**config.mk**
```make
export PLATFORM = sky130hd
export DESIGN_NAME = clm_companion_link_master
export DESIGN_NICKNAME = d
export VERILOG_FILES = /design/src/clm_pkg.sv /design/src/clm_companion_link_master.sv
export SDC_FILE = /design/constraint.sdc
export NUM_CORES = 1
export LEC_CHECK = 0
export BUFFER_PORTS_ARGS = -buffer_cell sky130_fd_sc_hd__buf_2
export CORE_MARGIN = 4
export CORE_UTILIZATION = 40
export CTS_BUF_LIST = sky130_fd_sc_hd__clkbuf_16
export CTS_CLUSTER_DIAMETER = 150
export DETAILED_ROUTE_END_ITERATION = 10
export HOLD_SLACK_MARGIN = 0.03
export PLACE_DENSITY_LB_ADDON = 0.25
export SKIP_LAST_GASP = 1
export SLEW_MARGIN = 20
export SYNTH_ARGS = -nofsm -noshare
export SYNTH_HDL_FRONTEND = slang
export SYNTH_SLANG_ARGS = --single-unit
```
**constraint.sdc**
```tcl
create_clock -name sys_clk_i -period 7 [get_ports sys_clk_i]
set_clock_uncertainty 0.05 [all_clocks]
set_input_delay 0.35 -clock sys_clk_i [delete_from_list [all_inputs] [get_ports sys_clk_i]]
set_output_delay 0.35 -clock sys_clk_i [all_outputs]
set_load 0.02 [all_outputs]
```
**src/clm_pkg.sv**
```systemverilog
/*
 * Constants shared by the companion link master: register offsets,
 * status field positions, reset values and link timing counts.
 * Assumes a single system clock and a plain register port.
 */
`default_nettype none

package clm_pkg;

  // ****************************************************************
  // Clocking
  // ****************************************************************
  localparam int unsigned CLK_HZ        = 20_000_000; // System clock rate
  localparam int unsigned SRC_CLK_MHZ   = 48;         // Nominal source clock

  // ****************************************************************
  // Register map (byte offsets)
  // ****************************************************************
  localparam logic [7:0] OFS_STATUS     = 8'h00;
  localparam logic [7:0] OFS_ADDRESS    = 8'h04;
  localparam logic [7:0] OFS_DATA       = 8'h08;
  localparam logic [7:0] OFS_CLKDIV     = 8'h0c;

  // ****************************************************************
  // Status field positions
  // ****************************************************************
  localparam int unsigned ST_BUSY       = 0;
  localparam int unsigned ST_DONE_EN    = 4;
  localparam int unsigned ST_ERR_EN     = 5;
  localparam int unsigned ST_ERR        = 6;
  localparam int unsigned ST_RESET      = 7;

  // ****************************************************************
  // Reset values
  // ****************************************************************
  localparam logic       RST_RESET_BIT  = 1'b1;
  localparam logic [7:0] RST_ADDRESS    = 8'h00;
  localparam logic [7:0] RST_DATA       = 8'h00;
  localparam logic [7:0] RST_CLKDIV     = 8'h02;

  // ****************************************************************
  // Link framing and timing, counted in link clocks
  // ****************************************************************
  localparam int unsigned FRAME_BITS    = 26;  // Start, rw, addr, data, crc
  localparam int unsigned RESP_BITS     = 16;  // Data and crc after start
  localparam logic [5:0]  TAR_CLKS      = 6'd2;
  localparam logic [5:0]  TIMEOUT_CLKS  = 6'd16;
  localparam logic [5:0]  HOLDOFF_CLKS  = 6'd48;
  localparam logic [5:0]  RESET_CLKS    = 6'd48;
  localparam logic [7:0]  CRC_POLY      = 8'h07;

  // Engine states
  typedef enum logic [2:0] {
    CLM_IDLE,
    CLM_SEND,
    CLM_TURN,
    CLM_WAIT,
    CLM_RECV,
    CLM_HOLD,
    CLM_RST_HOLD,
    CLM_RST_CNT
  } clm_state_t;

endpackage

`default_nettype wire
```
**src/clm_companion_link_master.sv**
```systemverilog
/*
 * Companion link master: register port for firmware, a divided link
 * clock output and a shared data line toward one companion chip.
 * Assumes the companion answers each request after the turnaround
 * and that the data line carries a weak pull-up.
 */
// The implementer's own choice: the address-and-strobe port.
// Overview of operation
// - All logic and the link clock come from one system clock.
// - System reset returns every register and state to default.
// - Completion interrupt raised when hardware clears busy.
// - Error interrupt follows the error flag gated by its enable.
// - Idle with busy low; divider stopped, sleep never held off.
// - Sleep inhibit stays asserted while the engine is not idle.
// - First data read launches link read and sets busy; value stale.
// - Next data read after busy clears returns the received byte.
// - Bad or missing read response times out and flags an error.
// - Read response loads data, raises completion, clears busy.
// - Data write launches write packet with address and byte, sets busy.
// - No answer in 16 link clocks; error 48 clocks later, busy clears.
// - Write acknowledge raises completion and clears busy.
// - Registers at 00h, 04h, 08h and 0Ch.
// - Reset bit holds link in reset; busy until 48 clocks after.
// - Busy clearing after soft reset raises no completion interrupt.
// - Error flag set as busy clears; cleared by writing one.
// - Link clock rate set by the clock select register.
`timescale 1ns/100ps
`default_nettype none

module clm_companion_link_master (
  input  wire logic        sys_clk_i,         // System clock
  input  wire logic        srst_i,            // Synchronous reset, high
  input  wire logic [7:0]  reg_addr_i,        // Register byte address
  input  wire logic [31:0] reg_wdata_i,       // Register write data
  input  wire logic        reg_wr_i,          // Write strobe
  input  wire logic        reg_rd_i,          // Read strobe
  output logic      [31:0] reg_rdata_o,       // Read data, next cycle
  output logic             link_clock_out_o,  // Link clock to companion
  input  wire logic        link_data_io_i,    // Data line level
  output logic             link_data_io_o,    // Data line drive value
  output logic             link_data_io_oe_o, // Data line drive enable
  output logic             done_irq_o,        // Completion pulse
  output logic             error_irq_o,       // Error request level
  output logic             sleep_inhibit_o    // Holds off chip sleep
);

  // ****************************************************************
  // Declarations
  // ****************************************************************
  clm_pkg::clm_state_t state_q;
  logic                reset_bit_q;
  logic                done_en_q;
  logic                err_en_q;
  logic                err_q;
  logic [7:0]          addr_q;
  logic [7:0]          data_q;
  logic [7:0]          div_q;
  logic                rd_pending_q;
  logic [7:0]          div_cnt_q;
  logic                phase_q;
  logic [clm_pkg::FRAME_BITS-1:0] tx_q;
  logic [clm_pkg::RESP_BITS-1:0]  rx_q;
  logic [4:0]          bit_cnt_q;
  logic [5:0]          clk_cnt_q;
  logic                oe_q;
  logic                din_meta_q;
  logic                din_q;
  logic                done_q;
  logic                err_irq_q;
  logic [31:0]         rdata_q;

  logic                sel_status;
  logic                sel_addr;
  logic                sel_data;
  logic                sel_div;
  logic                busy;
  logic                run;
  logic                tick;
  logic                rise_en;
  logic                fall_en;
  logic                last_rise;
  logic                launch_wr;
  logic                launch_rd;
  logic                hw_done;
  logic                hw_err;
  logic                resp_ok;
  logic [7:0]          req_crc;

  // ****************************************************************
  // CRC over the low len bits, msb first
  // ****************************************************************
  function automatic logic [7:0] crc8_f(input logic [16:0] bits, input int unsigned len);
    logic [7:0] c;
    logic       fb;
    c  = 8'h00;
    fb = 1'b0;
    for (int i = 16; i >= 0; i--)
    begin
      if (i < int'(len))
      begin
        fb = c[7] ^ bits[i];
        c  = {c[6:0], 1'b0} ^ (fb ? clm_pkg::CRC_POLY : 8'h00);
      end
    end
    return c;
  endfunction

  // ****************************************************************
  // Address decode and launch conditions
  // ****************************************************************
  // Register select
  assign sel_status = (reg_addr_i == clm_pkg::OFS_STATUS);
  assign sel_addr   = (reg_addr_i == clm_pkg::OFS_ADDRESS);
  assign sel_data   = (reg_addr_i == clm_pkg::OFS_DATA);
  assign sel_div    = (reg_addr_i == clm_pkg::OFS_CLKDIV);

  // Busy is any non-idle engine state
  assign busy      = (state_q != clm_pkg::CLM_IDLE);
  assign launch_wr = reg_wr_i && sel_data && !busy && !reset_bit_q;
  assign launch_rd = reg_rd_i && sel_data && !busy && !reset_bit_q && !rd_pending_q;
  assign req_crc   = crc8_f({launch_wr, addr_q, launch_wr ? reg_wdata_i[7:0] : 8'h00}, 17);
  assign resp_ok   = (crc8_f({9'h000, rx_q[15:8]}, 8) == rx_q[7:0]);

  // ****************************************************************
  // Link clock divider
  // ****************************************************************
  // Runs only while a transfer or reset count is in progress
  assign run     = busy && (state_q != clm_pkg::CLM_RST_HOLD);
  assign tick    = run && (div_cnt_q == div_q);
  assign rise_en = tick && !phase_q;
  assign fall_en = tick && phase_q;

  // Tick that ends a transfer or reset count; no stray pulse left behind
  assign last_rise = rise_en &&
                     (((state_q == clm_pkg::CLM_RECV) && (bit_cnt_q == 5'(clm_pkg::RESP_BITS))) ||
                      ((state_q == clm_pkg::CLM_HOLD) && (clk_cnt_q == clm_pkg::HOLDOFF_CLKS - 6'd1)) ||
                      ((state_q == clm_pkg::CLM_RST_CNT) && (clk_cnt_q == clm_pkg::RESET_CLKS - 6'd1)));

  // Half period counter and clock phase
  always_ff @(posedge sys_clk_i)
  begin
    if (srst_i || !run)
    begin
      div_cnt_q <= 8'h00;
      phase_q   <= 1'b0;
    end
    else if (tick)
    begin
      div_cnt_q <= 8'h00;
      phase_q   <= !phase_q && !last_rise;
    end
    else
    begin
      div_cnt_q <= div_cnt_q + 8'h01;
    end
  end

  // Data line synchroniser
  always_ff @(posedge sys_clk_i)
  begin
    if (srst_i)
    begin
      din_meta_q <= 1'b1;
      din_q      <= 1'b1;
    end
    else
    begin
      din_meta_q <= link_data_io_i;
      din_q      <= din_meta_q;
    end
  end

  // ****************************************************************
  // Link engine
  // ****************************************************************
  // Sequencing of request, turnaround, response and holdoffs
  always_ff @(posedge sys_clk_i)
  begin
    hw_done <= 1'b0;
    hw_err  <= 1'b0;
    if (srst_i)
    begin
      state_q   <= clm_pkg::CLM_RST_HOLD;
      tx_q      <= '0;
      rx_q      <= '0;
      bit_cnt_q <= 5'd0;
      clk_cnt_q <= 6'd0;
      oe_q      <= 1'b0;
      hw_done   <= 1'b0;
      hw_err    <= 1'b0;
    end
    else if (reset_bit_q && state_q != clm_pkg::CLM_RST_HOLD)
    begin
      state_q <= clm_pkg::CLM_RST_HOLD;
      oe_q    <= 1'b0;
    end
    else
    begin
      case (state_q)
        clm_pkg::CLM_IDLE:
        begin
          if (launch_wr || launch_rd)
          begin
            tx_q      <= {1'b1, launch_wr, addr_q, launch_wr ? reg_wdata_i[7:0] : 8'h00, req_crc};
            bit_cnt_q <= 5'd0;
            oe_q      <= 1'b1;
            state_q   <= clm_pkg::CLM_SEND;
          end
        end
        clm_pkg::CLM_SEND:
        begin
          if (fall_en)
          begin
            tx_q <= {tx_q[clm_pkg::FRAME_BITS-2:0], 1'b0};
          end
          if (rise_en)
          begin
            bit_cnt_q <= bit_cnt_q + 5'd1;
            if (bit_cnt_q == 5'(clm_pkg::FRAME_BITS - 1))
            begin
              // Last bit stays driven past the rise that samples it
              clk_cnt_q <= 6'd0;
              state_q   <= clm_pkg::CLM_TURN;
            end
          end
        end
        clm_pkg::CLM_TURN:
        begin
          // Release the line half a clock after the last request bit
          if (fall_en)
          begin
            oe_q <= 1'b0;
          end
          if (rise_en)
          begin
            clk_cnt_q <= clk_cnt_q + 6'd1;
            if (clk_cnt_q == clm_pkg::TAR_CLKS - 6'd1)
            begin
              clk_cnt_q <= 6'd0;
              state_q   <= clm_pkg::CLM_WAIT;
            end
          end
        end
        clm_pkg::CLM_WAIT:
        begin
          if (rise_en)
          begin
            // Start bit is low; a released line floats high
            if (!din_q)
            begin
              bit_cnt_q <= 5'd0;
              state_q   <= clm_pkg::CLM_RECV;
            end
            else if (clk_cnt_q == clm_pkg::TIMEOUT_CLKS - 6'd1)
            begin
              clk_cnt_q <= 6'd0;
              state_q   <= clm_pkg::CLM_HOLD;
            end
            else
            begin
              clk_cnt_q <= clk_cnt_q + 6'd1;
            end
          end
        end
        clm_pkg::CLM_RECV:
        begin
          if (rise_en)
          begin
            rx_q      <= {rx_q[clm_pkg::RESP_BITS-2:0], din_q};
            bit_cnt_q <= bit_cnt_q + 5'd1;
            if (bit_cnt_q == 5'(clm_pkg::RESP_BITS))
            begin
              // Last bit already in; crc decides the outcome
              if (resp_ok)
              begin
                hw_done <= 1'b1;
                state_q <= clm_pkg::CLM_IDLE;
              end
              else
              begin
                clk_cnt_q <= 6'd0;
                state_q   <= clm_pkg::CLM_HOLD;
              end
              rx_q <= rx_q;
            end
          end
        end
        clm_pkg::CLM_HOLD:
        begin
          if (rise_en)
          begin
            clk_cnt_q <= clk_cnt_q + 6'd1;
            if (clk_cnt_q == clm_pkg::HOLDOFF_CLKS - 6'd1)
            begin
              hw_done <= 1'b1;
              hw_err  <= 1'b1;
              state_q <= clm_pkg::CLM_IDLE;
            end
          end
        end
        clm_pkg::CLM_RST_HOLD:
        begin
          if (!reset_bit_q)
          begin
            clk_cnt_q <= 6'd0;
            state_q   <= clm_pkg::CLM_RST_CNT;
          end
        end
        clm_pkg::CLM_RST_CNT:
        begin
          if (rise_en)
          begin
            clk_cnt_q <= clk_cnt_q + 6'd1;
            if (clk_cnt_q == clm_pkg::RESET_CLKS - 6'd1)
            begin
              state_q <= clm_pkg::CLM_IDLE;
            end
          end
        end
        default:
        begin
          state_q <= clm_pkg::CLM_IDLE;
        end
      endcase
    end
  end

  // ****************************************************************
  // Registers
  // ****************************************************************
  // Status control bits and error flag, set beats clear
  always_ff @(posedge sys_clk_i)
  begin
    if (srst_i)
    begin
      reset_bit_q <= clm_pkg::RST_RESET_BIT;
      done_en_q   <= 1'b0;
      err_en_q    <= 1'b0;
      err_q       <= 1'b0;
    end
    else
    begin
      if (reg_wr_i && sel_status)
      begin
        reset_bit_q <= reg_wdata_i[clm_pkg::ST_RESET];
        done_en_q   <= reg_wdata_i[clm_pkg::ST_DONE_EN];
        err_en_q    <= reg_wdata_i[clm_pkg::ST_ERR_EN];
      end
      if (hw_err)
      begin
        err_q <= 1'b1;
      end
      else if (reg_wr_i && sel_status && reg_wdata_i[clm_pkg::ST_ERR])
      begin
        err_q <= 1'b0;
      end
    end
  end

  // Address, data and clock select
  always_ff @(posedge sys_clk_i)
  begin
    if (srst_i)
    begin
      addr_q <= clm_pkg::RST_ADDRESS;
      data_q <= clm_pkg::RST_DATA;
      div_q  <= clm_pkg::RST_CLKDIV;
    end
    else
    begin
      if (reg_wr_i && sel_addr)
      begin
        addr_q <= reg_wdata_i[7:0];
      end
      if (launch_wr)
      begin
        data_q <= reg_wdata_i[7:0];
      end
      else if (hw_done && !hw_err && !tx_q[clm_pkg::FRAME_BITS-2] && rd_pending_q)
      begin
        data_q <= rx_q[15:8];
      end
      if (reg_wr_i && sel_div && !busy)
      begin
        div_q <= reg_wdata_i[7:0];
      end
    end
  end

  // Two-step read sequence tracking
  always_ff @(posedge sys_clk_i)
  begin
    if (srst_i || reset_bit_q)
    begin
      rd_pending_q <= 1'b0;
    end
    else if (launch_rd)
    begin
      rd_pending_q <= 1'b1;
    end
    else if (reg_rd_i && sel_data && !busy)
    begin
      rd_pending_q <= 1'b0;
    end
  end

  // Read data, one cycle after the strobe
  always_ff @(posedge sys_clk_i)
  begin
    if (srst_i)
    begin
      rdata_q <= 32'h0000_0000;
    end
    else if (reg_rd_i)
    begin
      rdata_q <= 32'h0000_0000;
      if (sel_status)
      begin
        rdata_q[clm_pkg::ST_BUSY]    <= busy;
        rdata_q[clm_pkg::ST_DONE_EN] <= done_en_q;
        rdata_q[clm_pkg::ST_ERR_EN]  <= err_en_q;
        rdata_q[clm_pkg::ST_ERR]     <= err_q;
        rdata_q[clm_pkg::ST_RESET]   <= reset_bit_q;
      end
      else if (sel_addr)
      begin
        rdata_q[7:0] <= addr_q;
      end
      else if (sel_data)
      begin
        rdata_q[7:0] <= data_q;
      end
      else if (sel_div)
      begin
        rdata_q[7:0] <= div_q;
      end
    end
  end

  // ****************************************************************
  // Interrupt requests and sleep control
  // ****************************************************************
  // Completion pulse only on hardware clear, never after soft reset
  always_ff @(posedge sys_clk_i)
  begin
    if (srst_i)
    begin
      done_q    <= 1'b0;
      err_irq_q <= 1'b0;
    end
    else
    begin
      done_q    <= hw_done && done_en_q;
      err_irq_q <= (err_q || hw_err) && err_en_q;
    end
  end

  // Output drive
  assign reg_rdata_o       = rdata_q;
  assign link_clock_out_o  = phase_q;
  assign link_data_io_o    = tx_q[clm_pkg::FRAME_BITS-1];
  assign link_data_io_oe_o = oe_q;
  assign done_irq_o        = done_q;
  assign error_irq_o       = err_irq_q;
  assign sleep_inhibit_o   = busy;

endmodule

`default_nettype wire

```
Word-level counts from Yosys, hierarchy flattened
Index checks and enable logic that the tools add are counted.

storage, ports and cells
  register bits after elaboration = 109
  output and inout port bits = 38
  word-level logic and storage cells = 256

operators by class
  add/subtract/negate cells = 3
  equality and inequality tests = 36
  mux-type cells = 83
  bitwise operators = 49
  reduce and logical (&&, ||, !) cells = 62

operators by type and width
  kind                                                  number
  2-to-1 mux 3 bit                                      40
  XOR 8 x 3 -> 8 bit                                    15
  2-to-1 mux 6 bit                                      12
  2-to-1 mux 26 bit                                     2
  one-hot mux 26 bit (2 select lines)                   1
  2-to-1 mux 8 bit                                      6
  one-hot mux 6 bit (6 select lines)                    1
  logical AND 1 bit                                     27
  != test 2 bit (second input constant)                 13
  AND reduction 12 bit                                  2
  one-hot mux 3 bit (7 select lines)                    1
  2-to-1 mux 5 bit                                      4
  equality test 8 x 4 -> 1 bit (second input constant)  2
  equality test 8 bit                                   2
  one-hot mux 5 bit (3 select lines)                    1
  XOR 7 x 3 -> 7 bit                                    2
  XOR 1 bit                                             13
  equality test 3 bit (second input constant)           4
  2-to-1 mux 1 bit                                      12
  XOR 6 x 3 -> 6 bit                                    2
  equality test 5 bit (second input constant)           2
  nonzero test 2 bit                                    5
  XOR 1 bit (first input constant)                      10
  XOR 5 x 3 -> 5 bit                                    2
  26 further kinds                                      52

Depth between registers and ports, before layout
Gate-level depths: netlist (run 1).

  word-level depth = 45
  mapped depth = 11
  gate-level depth less buffers = 9

Worst setup path after synthesis (run 1)
Ideal clock, no wire load.

  kind = register to register
  start = reg state_q[0]
  end = reg rx_q[0] (netlist name)
  data arrival time = 2.087 ns
  data required time = 6.822 ns
  path slack = 4.735 ns
  cell stages (with the launch flop) = 10
  path buffers = 2
  cells stage by stage = dfxtp_1 buf_2 nor3_1 inv_1 and2_1 nand4b_4 nor4_4 buf_6 mux2i_1 nor2_1

on the way
  longest elaborated chain between the ends = 5

RTL lines
  what                                  RTL line                          source
  start: declaration                    clm_companion_link_master.sv:50   clm_pkg::clm_state_t state_q;
  start signal: assignment              clm_companion_link_master.sv:183  state_q <= clm_pkg::CLM_RST_HOLD;
  start signal: assignment              clm_companion_link_master.sv:194  state_q <= clm_pkg::CLM_RST_HOLD;
  start signal: assignment              clm_companion_link_master.sv:207  state_q <= clm_pkg::CLM_SEND;
  nonzero test 3 bit                    clm_companion_link_master.sv:118  assign busy = (state_q != clm_pkg::CLM_IDLE);
  net sleep_inhibit_o                   clm_companion_link_master.sv:44   output logic sleep_inhibit_o
  logical AND 1 bit                     clm_companion_link_master.sv:128  assign run = busy && (state_q != clm_pkg::CLM_RST_HOLD);
  logical AND 1 bit                     clm_companion_link_master.sv:129  assign tick = run && (div_cnt_q == div_q);
  logical AND 1 bit                     clm_companion_link_master.sv:130  assign rise_en = tick && !phase_q;
  AND reduction 4 bit (no source line)  --
  end signal: assignment                clm_companion_link_master.sv:269  rx_q <= {rx_q[clm_pkg::RESP_BITS-2:0], din_q};
  end signal: assignment                clm_companion_link_master.sv:284  rx_q <= rx_q;
  end: declaration                      clm_companion_link_master.sv:62   logic [clm_pkg::RESP_BITS-1:0] rx_q;

The timed path passes the listed nets, and every way through them passes these cells.
A chain may end at the register's enable or synchronous reset.

Final worst setup path (run 1)
  start = reg state_q[0]
  end = reg clk_cnt_q[3]

on the way
  longest elaborated chain between the ends = 6

RTL lines
  what                                                                             RTL line                                                                                              source
  != test 3 bit / nonzero test 3 bit (equally long branches)                       clm_companion_link_master.sv:128, clm_companion_link_master.sv:192, clm_companion_link_master.sv:118
  logical AND 1 bit                                                                clm_companion_link_master.sv:128
  logical AND 1 bit                                                                clm_companion_link_master.sv:129
  logical AND 1 bit                                                                clm_companion_link_master.sv:130
  != test 2 bit (no source line) / != test 2 x 1 -> 1 bit (equally long branches)  --
  AND reduction 12 bit (no source line)                                            --
  end signal: assignment                                                           clm_companion_link_master.sv:236                                                                      clk_cnt_q <= clk_cnt_q + 6'd1;
  end signal: assignment                                                           clm_companion_link_master.sv:261                                                                      clk_cnt_q <= clk_cnt_q + 6'd1;
  end signal: assignment                                                           clm_companion_link_master.sv:292                                                                      clk_cnt_q <= clk_cnt_q + 6'd1;
  end: declaration                                                                 clm_companion_link_master.sv:64                                                                       logic [5:0] clk_cnt_q;

Several ways; a longest one is shown, not always the timed one.

==> flow_summary_export.csv, run 1 <==
group,metric,value,unit
run,drv_cap,0,
yosys,synth.top_cell.area_share,37.1,%
yosys,yosysUniqueCellTypes,60,
cts,cts.sinks,109,
detailed_routing,drt_iter0_drc,448,
global_route,grt_pass1_wl,22.3,mm
global_route,antenna_found_initial,0,
die,ios,83,
sta,grt_setup_unrepaired,"false",
setup_path,cpLargestDelayFamily,"simple AND/OR/NAND/NOR gates",
place,dpl_cell_area,6050,um^2
detailed_routing,via_per_inst,5.32,
detailed_routing,drc,0,
detailed_routing,ant_nets,0,
global_route,gr-total-overflow,0,
cts,cts_buffers,9,
die,die_y,129,um
die,row_count,44,
setup_path,crit_chain,"nor3_1 -> inv_1 -> and2_1 -> a31oi_1 -> nor4_1 -> o211ai_1 -> or4b_1 -> a21oi_1",
hold_path,hp-class,"in2reg",
detailed_routing,avgRoutedWirePerCell,15.3,um
cts,cts_max_level,3,
yosys,async_flop_share,0,%
cts,clk_pin_slew_worst_paths,70,ps
finish,layout-drive-gt1-share,11.3,%
detailed_routing,vias,4646,
global_route,gr-usage-all-layers,16.6,%
setup_path,critPathSlowestCell,"dfxtp_1",
cts,cts_resized,0,
yosys,ys_warn_count,0,
power,p_per_area,186,nW/um^2
sta,tns,0,ps
yosys,postSynthCellCount,677,
setup_path,worst-endpoint-arrival,3250,ps
die,start_util,40.6,%
cts,clk_path_buf_depth,2,
sta,finalCriticalPeriod,3030,ps
power,p_leak,2.30,nW
place,dp_hpwl,9.64,mm
cts,cts_hold_buffers,0,
sta,min_period_over_period,43.2,%
cts,clk_latency,350,ps
power,finalPower,1.17,mW
cts,cts_tree,"built",
cts,post_cts_buffers,0,
global_route,grt_max_degree,90,
yosys,avgSynthCellArea,8.69,um^2
yosys,synth-seq-cells,109,
setup_path,cp-start-kind,"flop",
yosys,synth_flop_cell,"dfxtp_1",
setup_path,end_kind,"flop",
finish,final_nets,735,
power,ir_worst_vdd,0.150,mV
die,die_area,16700,um^2
yosys,yosys.area.top_type,"dfxtp_1",
yosys,synth_seq_area_share,37.1,%
detailed_routing,drt_wl_total,13.3,mm
setup_path,max_stage_delay,730,ps
sta,drv_slew,0,
yosys,yosys-top-cells-area,"dfxtp_1 (37%), mux2i_1 (8.5%), nor2_1 (6.8%)",
place,gp_congestion,0.874,
die,core_area,14500,um^2
setup_path,crit_buf_inv,1,
place,dp_cells,857,
sta,worst_slew_pin_slew,924,ps
die,die_w,129,um
sta,fmax,330,MHz
setup_path,crit_required,7220,ps
yosys,synth.cell_area,5880,um^2
setup_path,crit_type,"reg2reg",
place,portBuffers,34,
detailed_routing,dr.pass1.iters,5,
sta,finalSetupViolCount,0,
outcome,status,"complete, no violations",
setup_path,cp_max_fo,17,
sta,timing.final.hold_violations,0,
finish,area_growth,7.40,%
finish,fin_area,6320,um^2
global_route,grt_pass1_vias,4357,
cts,clockRootBuffer,"clkbuf_16",
yosys,synth_edf_count,0,
finish,instances_no_fill,873,
sta,max-slew-margin-rel,38.4,%
finish,antenna_cells,0,
cell usage after synthesis, drive strengths merged, types with 10 or more instances:
| library cell | number |
|---|---|
| dfxtp | 109 |
| nor2 | 107 |
| nand2 | 55 |
| mux2i | 50 |
| xnor2 | 40 |
| buf | 39 |
| a21oi | 36 |
| xor2 | 32 |
| clkbuf | 27 |
| nand3 | 17 |
| o21ai | 15 |
| a211oi | 14 |
| nor3 | 13 |
| nor2b | 12 |
| a311oi | 10 |
| inv | 10 |
worst register-to-register path: stages (launching register included):
cell and delay, ps:
dfxtp_1 730, nor3_1 230, inv_1 220, and2_1 230, a31oi_1 140, nor4_1 270
o211ai_1 370, or4b_1 570, a21oi_1 150
metrics by stage:
stage	util, %	hold slack [ps]	worst slack, ps
after detailed placement	41.8	347	4030
after global routing	43.6	121	3690
after CTS	43.6	122	4020
after global placement	41.8	345	4070
after floorplan	-	339	4740
final	43.6	132	3970
worst paths after layout:
| check | cells past startpoint | endpoint | slack (ps) | startpoint |
|---|---|---|---|---|
| setup / recovery | 8 | clk_cnt_q[3]$_SDFFE_PP0P_ | 3970 | state_q[0]$_SDFFE_PP0P_ |
| setup reg to reg | 8 | clk_cnt_q[3]$_SDFFE_PP0P_ | 3970 | state_q[0]$_SDFFE_PP0P_ |
| hold / removal | 2 | din_meta_q$_SDFF_PP1_ | 130 | link_data_io_i |
| hold reg to reg | 1 | din_q$_SDFF_PP1_ | 360 | din_meta_q$_SDFF_PP1_ |
state kept, by name, summed over array words and instances (netlist names), 6 cells and up:
name / count
tx_q: 26
rx_q: 16
addr_q: 8
data_q: 8
div_cnt_q: 8
div_q: 8
reg_rdata_o: 8
clk_cnt_q: 6
kinds of logic (layout without fill, tap and decap cells):
kind of cell / after synthesis / after routing / synth area share (%)
and+or+nand+nor: 248 / 248 / 20.8
AOI/OAI and AO/OA: 109 / 109 / 12.3
DFF: 109 / 109 / 37.1
buffers and inverters: 76 / 65 / 6.85
xor gates and xnor gates: 73 / 73 / 11.2
muxes: 55 / 55 / 10.4
adders and majority gates: 6 / 6 / 1.28
other: 1 / 24 / 0.0637
where the power goes:
part	switching, mW	total, mW	internal (mW)
Combinational	0.0516	0.0736	0.0221
Clock	0.233	0.472	0.239
Sequential	0.00518	0.626	0.621
Total	0.290	1.17	0.882
cell usage in the layout (no fill, tap or decap), types with 4 or more instances in the layout:
cell	Yosys	layout
a22oi_1	8	8
xor2_1	31	31
and3_1	7	7
a311oi_1	10	10
buf_2	10	34
nor2b_1	12	12
nand2_1	55	55
a31oi_1	5	5
mux4_2	5	5
xnor2_1	40	40
mux2i_1	50	50
clkbuf_16	0	9
a211oi_1	13	13
buf_4	26	5
and2_1	4	4
or3_1	5	5
nor3_1	10	10
nand3_1	17	17
ha_1	6	6
a21oi_1	36	36
nor2_1	107	107
conb_1	1	24
inv_1	9	10
dfxtp_1	109	109
o211ai_1	4	4
o21ai_0	15	15
or2_2	4	4
routing by layer:
layer  vias up  track usage [%]  part of all wire [%]
met3        11             3.22                   5.7
met1      2224             23.8                    48
met2       112             25.4                    45
met5         -                0                     0
li1       2299                -                     -
met4         0             5.25                   1.3
cell type report:
type                    count  area [um^2]
fillers                  1423         8160
clock buffers               9          225
well taps                 184          230
flip-flops and latches    109         2180
multi-input cells         515         3390
repair buffers             39          208
clock inverters             7         43.8
inverters                  10         37.5
Power figures use the tool's default switching activity.
==> run 2, diff against run 1 <==
- clock period: 7 -> 3.1 ns (I/O delays scaled with it)
==> flow_summary_export.csv, run 2 (synthesized netlist as in run 1, its figures left out) <==
group,metric,value,unit
finish,area_growth,9.06,%
hold_path,min_delay_path_depth,3,
cts,clk_pin_slew_worst_paths,70,ps
finish,multi_input_area,3390,um^2
global_route,grt_max_degree,53,
detailed_routing,drt_iter0_drc,321,
cts,clk_latency,350,ps
die,row_count,44,
finish,layout-drive-gt1-share,12.2,%
sta,min_period_over_period,88.1,%
global_route,antenna_found_initial,0,
place,dp_hpwl,9.93,mm
setup_path,cp-start-kind,"flop",
finish,seq_area,2180,um^2
cts,cts_buffers,9,
sta,tns,0,ps
detailed_routing,dr.pass1.iters,5,
setup_path,worst-endpoint-arrival,2950,ps
setup_path,r2r-end,"clk_cnt_q[3]$_SDFFE_PP0P_",
power,cell_internal_pwr,2.08,mW
global_route,grt_pass1_vias,4312,
finish,nFillCells,1444,
finish,largest_register_ffs,26,
power,clockPowerShare,41.8,%
hold_path,hp-class,"in2reg",
setup_path,startpoint,"bit_cnt_q[0]$_SDFFE_PP0P_",
setup_path,regToRegSetupSlack,370,ps
sta,finalCriticalPeriod,2730,ps
detailed_routing,vias,4639,
global_route,grt_use_met3,2.35,%
finish,regMostFlops,"tx_q",
sta,finalSetupViolCount,0,
die,die_y,129,um
setup_path,end_kind,"flop",
power,p_sw,0.651,mW
global_route,grt_pass1_wl,22.6,mm
cts,cts_max_level,3,
sta,fmax,366,MHz
hold_path,worstHoldEndpoint,"div_q[1]$_SDFFE_PP1P_",
power,p_per_area,425,nW/um^2
setup_path,reg2regPathDepth,9,
global_route,gr-usage-met2,25.7,%
finish,final_common_cell,"dfxtp_1",
finish,reg.largest.list,"tx_q: 26 flops, rx_q: 16 flops",
global_route,grt_use_met1,24.5,%
detailed_routing,drc,0,
power,p_seq_share,51.6,%
cts,cts_tree,"built",
cts,cts.sinks,109,
setup_path,cp_max_fo,8,
outcome,status,"complete, no violations",
detailed_routing,drt_wl_total,13.7,mm
setup_path,critPathSlowestCell,"or4b_1",
die,start_util,40.6,%
sta,grt_setup_unrepaired,"false",
run,drv_cap,0,
setup_path,crit_chain,"inv_1 -> ha_1 -> nand4bb_1 -> and3_1 -> a211o_1 -> nor4_1 -> o211ai_1 -> or4b_1 -> a21oi_1",
sta,max-slew-margin-rel,44.8,%
finish,final_nets,743,
die,core_area,14500,um^2
die,ios,83,
power,ir_worst_vdd,0.342,mV
finish,final_cell_mix,"dfxtp_1 (109), nor2_1 (107), nand2_1 (55)",
power,comb_power_share,6.6,%
sta,worst_slew_pin_slew,824,ps
setup_path,timing.rr.start,"bit_cnt_q[0]$_SDFFE_PP0P_",
global_route,grt-busiest-layer,"met2",
place,gp_congestion,0.891,
global_route,gr-usage-all-layers,17.1,%
die,die_area,16700,um^2
setup_path,crit_required,3320,ps
sta,timing.final.hold_violations,0,
detailed_routing,ant_nets,0,
global_route,gr-total-overflow,0,
place,portBuffers,34,
power,p_leak,2.35,nW
cts,clockRootBuffer,"clkbuf_16",
die,die_w,129,um
setup_path,max_stage_delay,530,ps
finish,fin_area,6420,um^2
sta,drv_slew,0,
place,dpl_cell_area,6100,um^2
power,switching_share,23.9,%
finish,antenna_cells,0,
detailed_routing,via_per_inst,5.27,
setup_path,crit_type,"reg2reg",
detailed_routing,avgRoutedWirePerCell,15.6,um
cts,clk_path_buf_depth,2,
hold_path,hold_start,"reg_wdata_i[1]",
==> run 2: cell count changes in the layout (fill, tap and decap cells not counted) <==
cell,before,now
clkinv_1,1,2
bufinv_16,0,1
clkinvlp_4,3,2
buf_4,5,11
buf_12,0,1
inv_1,10,9
dlygate4sd3_1,0,1
==> run 2: layout make-up <==
| type | count | area share, % |
|---|---|---|
| Inverter | 10 | 0.585 |
| Sequential cell | 109 | 34.0 |
| Tap cell | 184 | 3.59 |
| Multi-Input combinational cell | 515 | 52.9 |
| Timing Repair Buffer | 47 | 4.41 |
| Clock buffer | 9 | 3.51 |
| Clock inverter | 7 | 1.03 |
==> run 2: worst max-delay path by stage <==
| stage | to | slack (ps) |
|---|---|---|
| 2_1_floorplan | rx_q[0]$_SDFFE_PP0P_ | 840 |
| 3_3_place_gp | clk_cnt_q[5]$_SDFFE_PP0P_ | 420 |
| 3_5_place_dp | clk_cnt_q[3]$_SDFFE_PP0P_ | 320 |
| 4_1_cts | clk_cnt_q[3]$_SDFFE_PP0P_ | 300 |
| 5_1_grt | clk_cnt_q[5]$_SDFFE_PP0P_ | 100 |
| 6_report | clk_cnt_q[3]$_SDFFE_PP0P_ | 370 |
==> run 2: power groups by stage <==
| stage | logic, mW | registers [mW] | clock network [mW] |
|---|---|---|---|
| final | 0.180 | 1.41 | 1.14 |
| after global routing | 0.196 | 1.41 | 1.24 |
| after CTS | 0.178 | 1.41 | 1.18 |
| after detailed placement | 0.176 | 1.44 | 0 |
| after global placement | 0.173 | 1.44 | 0 |
| after floorplan | 0.158 | 1.44 | 0 |
==> run 2: critical path: cells and delay by family (launching register included) <==
family	cells	cell delay, ps
buf+inv	1	70
compound gates	3	730
flops	1	360
simple gates	4	1290
fa+ha+maj	1	150
==> run 2: routing by layer <==
metal	wire (um)	part of all wire [%]	vias to the layer above
li1	-	-	2315
met3	559	4.1	16
met2	6220	45	98
met1	6680	49	2210
met5	0	0	-
met4	282	2.1	0
==> run 2: per-stage QoR <==
| step | cells | total power [mW] | hold slack, ps | setup WS (ps) | utilization (%) |
|---|---|---|---|---|---|
| 2_1_floorplan | 700 | 1.60 | 209 | 835 | - |
| 5_1_grt | 881 | 2.84 | 158 | 96.0 | 44.3 |
| 3_3_place_gp | 862 | 1.61 | 295 | 422 | 42.1 |
| 6_report | 881 | 2.73 | 149 | 369 | 44.3 |
| 3_5_place_dp | 862 | 1.62 | 296 | 324 | 42.1 |
| 4_1_cts | 879 | 2.76 | 130 | 300 | 44.2 |
==> run 2: repair_timing <==
action | CTS | global route
endpoints found under the hold margin | 1 | 0
hold buffers | 1 | 0
buffers inserted | 0 | 2
resized for setup | 0 | 0
endpoints found under the setup margin | 0 | 2
==> run 3, diff against run 2 <==
- RECOVER_POWER: unset -> 25
==> flow_summary_export.csv, run 3 (synthesized netlist as in run 1, its figures left out) <==
group,metric,value,unit
detailed_routing,avgRoutedWirePerCell,15.6,um
cts,clk_path_buf_depth,2,
global_route,grt_pass1_wl,22.6,mm
sta,timing.final.hold_violations,0,
setup_path,crit_chain,"nor3_1 -> inv_1 -> and2_1 -> a31oi_1 -> nor4_1 -> o211ai_1 -> or4b_1 -> a21oi_1",
die,ios,83,
global_route,antenna_found_initial,0,
die,die_area,16700,um^2
detailed_routing,ant_nets,0,
finish,layout-drive-gt1-share,10.2,%
detailed_routing,dr.pass1.iters,5,
cts,cts_resized,0,
cts,cts.sinks,109,
sta,finalSetupViolCount,0,
global_route,gr-usage-all-layers,17.1,%
detailed_routing,drc,0,
sta,worst_slew_pin_slew,1760,ps
setup_path,critPathSlowestCell,"dfxtp_1",
detailed_routing,via_per_inst,5.24,
finish,area_growth,8.72,%
setup_path,crit_required,3310,ps
die,die_w,129,um
run,drv_cap,1,
die,die_y,129,um
place,gp_congestion,0.891,
sta,drv_slew,39,
die,start_util,40.6,%
finish,reg.largest.list,"tx_q: 26 flops, rx_q: 16 flops",
cts,clk_pin_slew_worst_paths,70,ps
outcome,violations,"capacitance limit, slew limit",
sta,min_period_over_period,89.1,%
cts,cts_max_level,3,
setup_path,end_kind,"flop",
sta,grt_setup_unrepaired,"false",
global_route,gr-total-overflow,0,
sta,fmax,362,MHz
setup_path,cp-start-kind,"flop",
place,dp_hpwl,9.93,mm
finish,largest_register_ffs,26,
place,dp_cells,862,
outcome,status,"complete, but fails checks",
global_route,grt_max_degree,53,
power,p_per_area,426,nW/um^2
sta,max-slew-margin-rel,-17.3,%
global_route,grt_pass1_vias,4312,
finish,nFillCells,1453,
finish,instances_no_fill,881,
setup_path,crit_type,"reg2reg",
finish,final_nets,743,
die,row_count,44,
finish,final_common_cell,"dfxtp_1",
die,core_area,14500,um^2
hold_path,hp-class,"in2reg",
cts,clockRootBuffer,"clkbuf_16",
setup_path,worst-endpoint-arrival,2970,ps
finish,final_cell_mix,"dfxtp_1 (109), nor2_1 (107), nand2_1 (55)",
detailed_routing,drt_iter0_drc,317,
detailed_routing,vias,4618,
setup_path,cp_max_fo,13,
sta,fin_hold_ws,145,ps
detailed_routing,drt_wl_total,13.8,mm
cts,cts_tree,"built",
finish,antenna_cells,0,
power,finalPower,2.73,mW
power,p_leak,2.29,nW
finish,regMostFlops,"tx_q",
cts,cts_buffers,9,
cts,clk_latency,350,ps
sta,tns,0,ps
setup_path,max_stage_delay,580,ps
place,portBuffers,34,
sta,finalCriticalPeriod,2760,ps
setup_path,regToRegSetupSlack,340,ps
power,ir_worst_vdd,0.343,mV
[run 3: area by class of cell]
type	count	area (um^2)	share of cell area, %
multi-input combinational	515	3390	53.0
sequential	109	2180	34.1
timing repair buffer	47	263	4.11
tap	184	230	3.60
clock buffer	9	225	3.52
clock inverter	7	66.3	1.04
inverter	10	37.5	0.587
[run 3: worst max-delay path, delay by kind of cell, from the launching register on]
kind	cells	cell delay (ps)
and+or+nand+nor	4	1290
DFF	1	580
AOI/OAI and AO/OA	3	580
buffers and inverters	1	170
[run 3: path summary, 6_finish.rpt]
kind,start,endpoint,depth (start not counted)
worst max-delay path,state_q[1]$_SDFFE_PP1P_,clk_cnt_q[3]$_SDFFE_PP0P_,8
worst min-delay path,reg_wdata_i[1],div_q[1]$_SDFFE_PP1P_,3
worst max register to register,state_q[1]$_SDFFE_PP1P_,clk_cnt_q[3]$_SDFFE_PP0P_,8
worst min register to register,din_meta_q$_SDFF_PP1_,din_q$_SDFF_PP1_,1
[run 3: timing repair]
item,4_1_cts,5_1_grt
buffers inserted,0,2
hold buffers,1,0
setup endpoints to repair,0,2
hold endpoints to repair,1,0
[run 3: metal layers]
| layer | vias up | share of wire (%) | wire, um | track usage (%) |
|---|---|---|---|---|
| met3 | 16 | 4.5 | 623 | 2.35 |
| met4 | 0 | 2.1 | 283 | 6.98 |
| li1 | 2312 | - | - | - |
| met5 | - | 0 | 0 | 0 |
| met1 | 2185 | 48 | 6590 | 24.5 |
| met2 | 105 | 46 | 6280 | 25.7 |
[run 3: per-stage QoR]
| stage | area [um^2] | util, % | setup slack (ps) |
|---|---|---|---|
| 3_3_place_gp | 6100 | 42.1 | 422 |
| 4_1_cts | 6400 | 44.2 | 300 |
| 6_report | 6400 | 44.2 | 339 |
| 3_5_place_dp | 6100 | 42.1 | 324 |
| 5_1_grt | 6400 | 44.2 | 76.6 |
| 2_1_floorplan | 5970 | - | 835 |
[run 3: power breakdown]
group,switching (mW),internal [mW]
Sequential,0.00452,1.40
Combinational,0.127,0.0524
Clock,0.518,0.621
Total,0.650,2.08
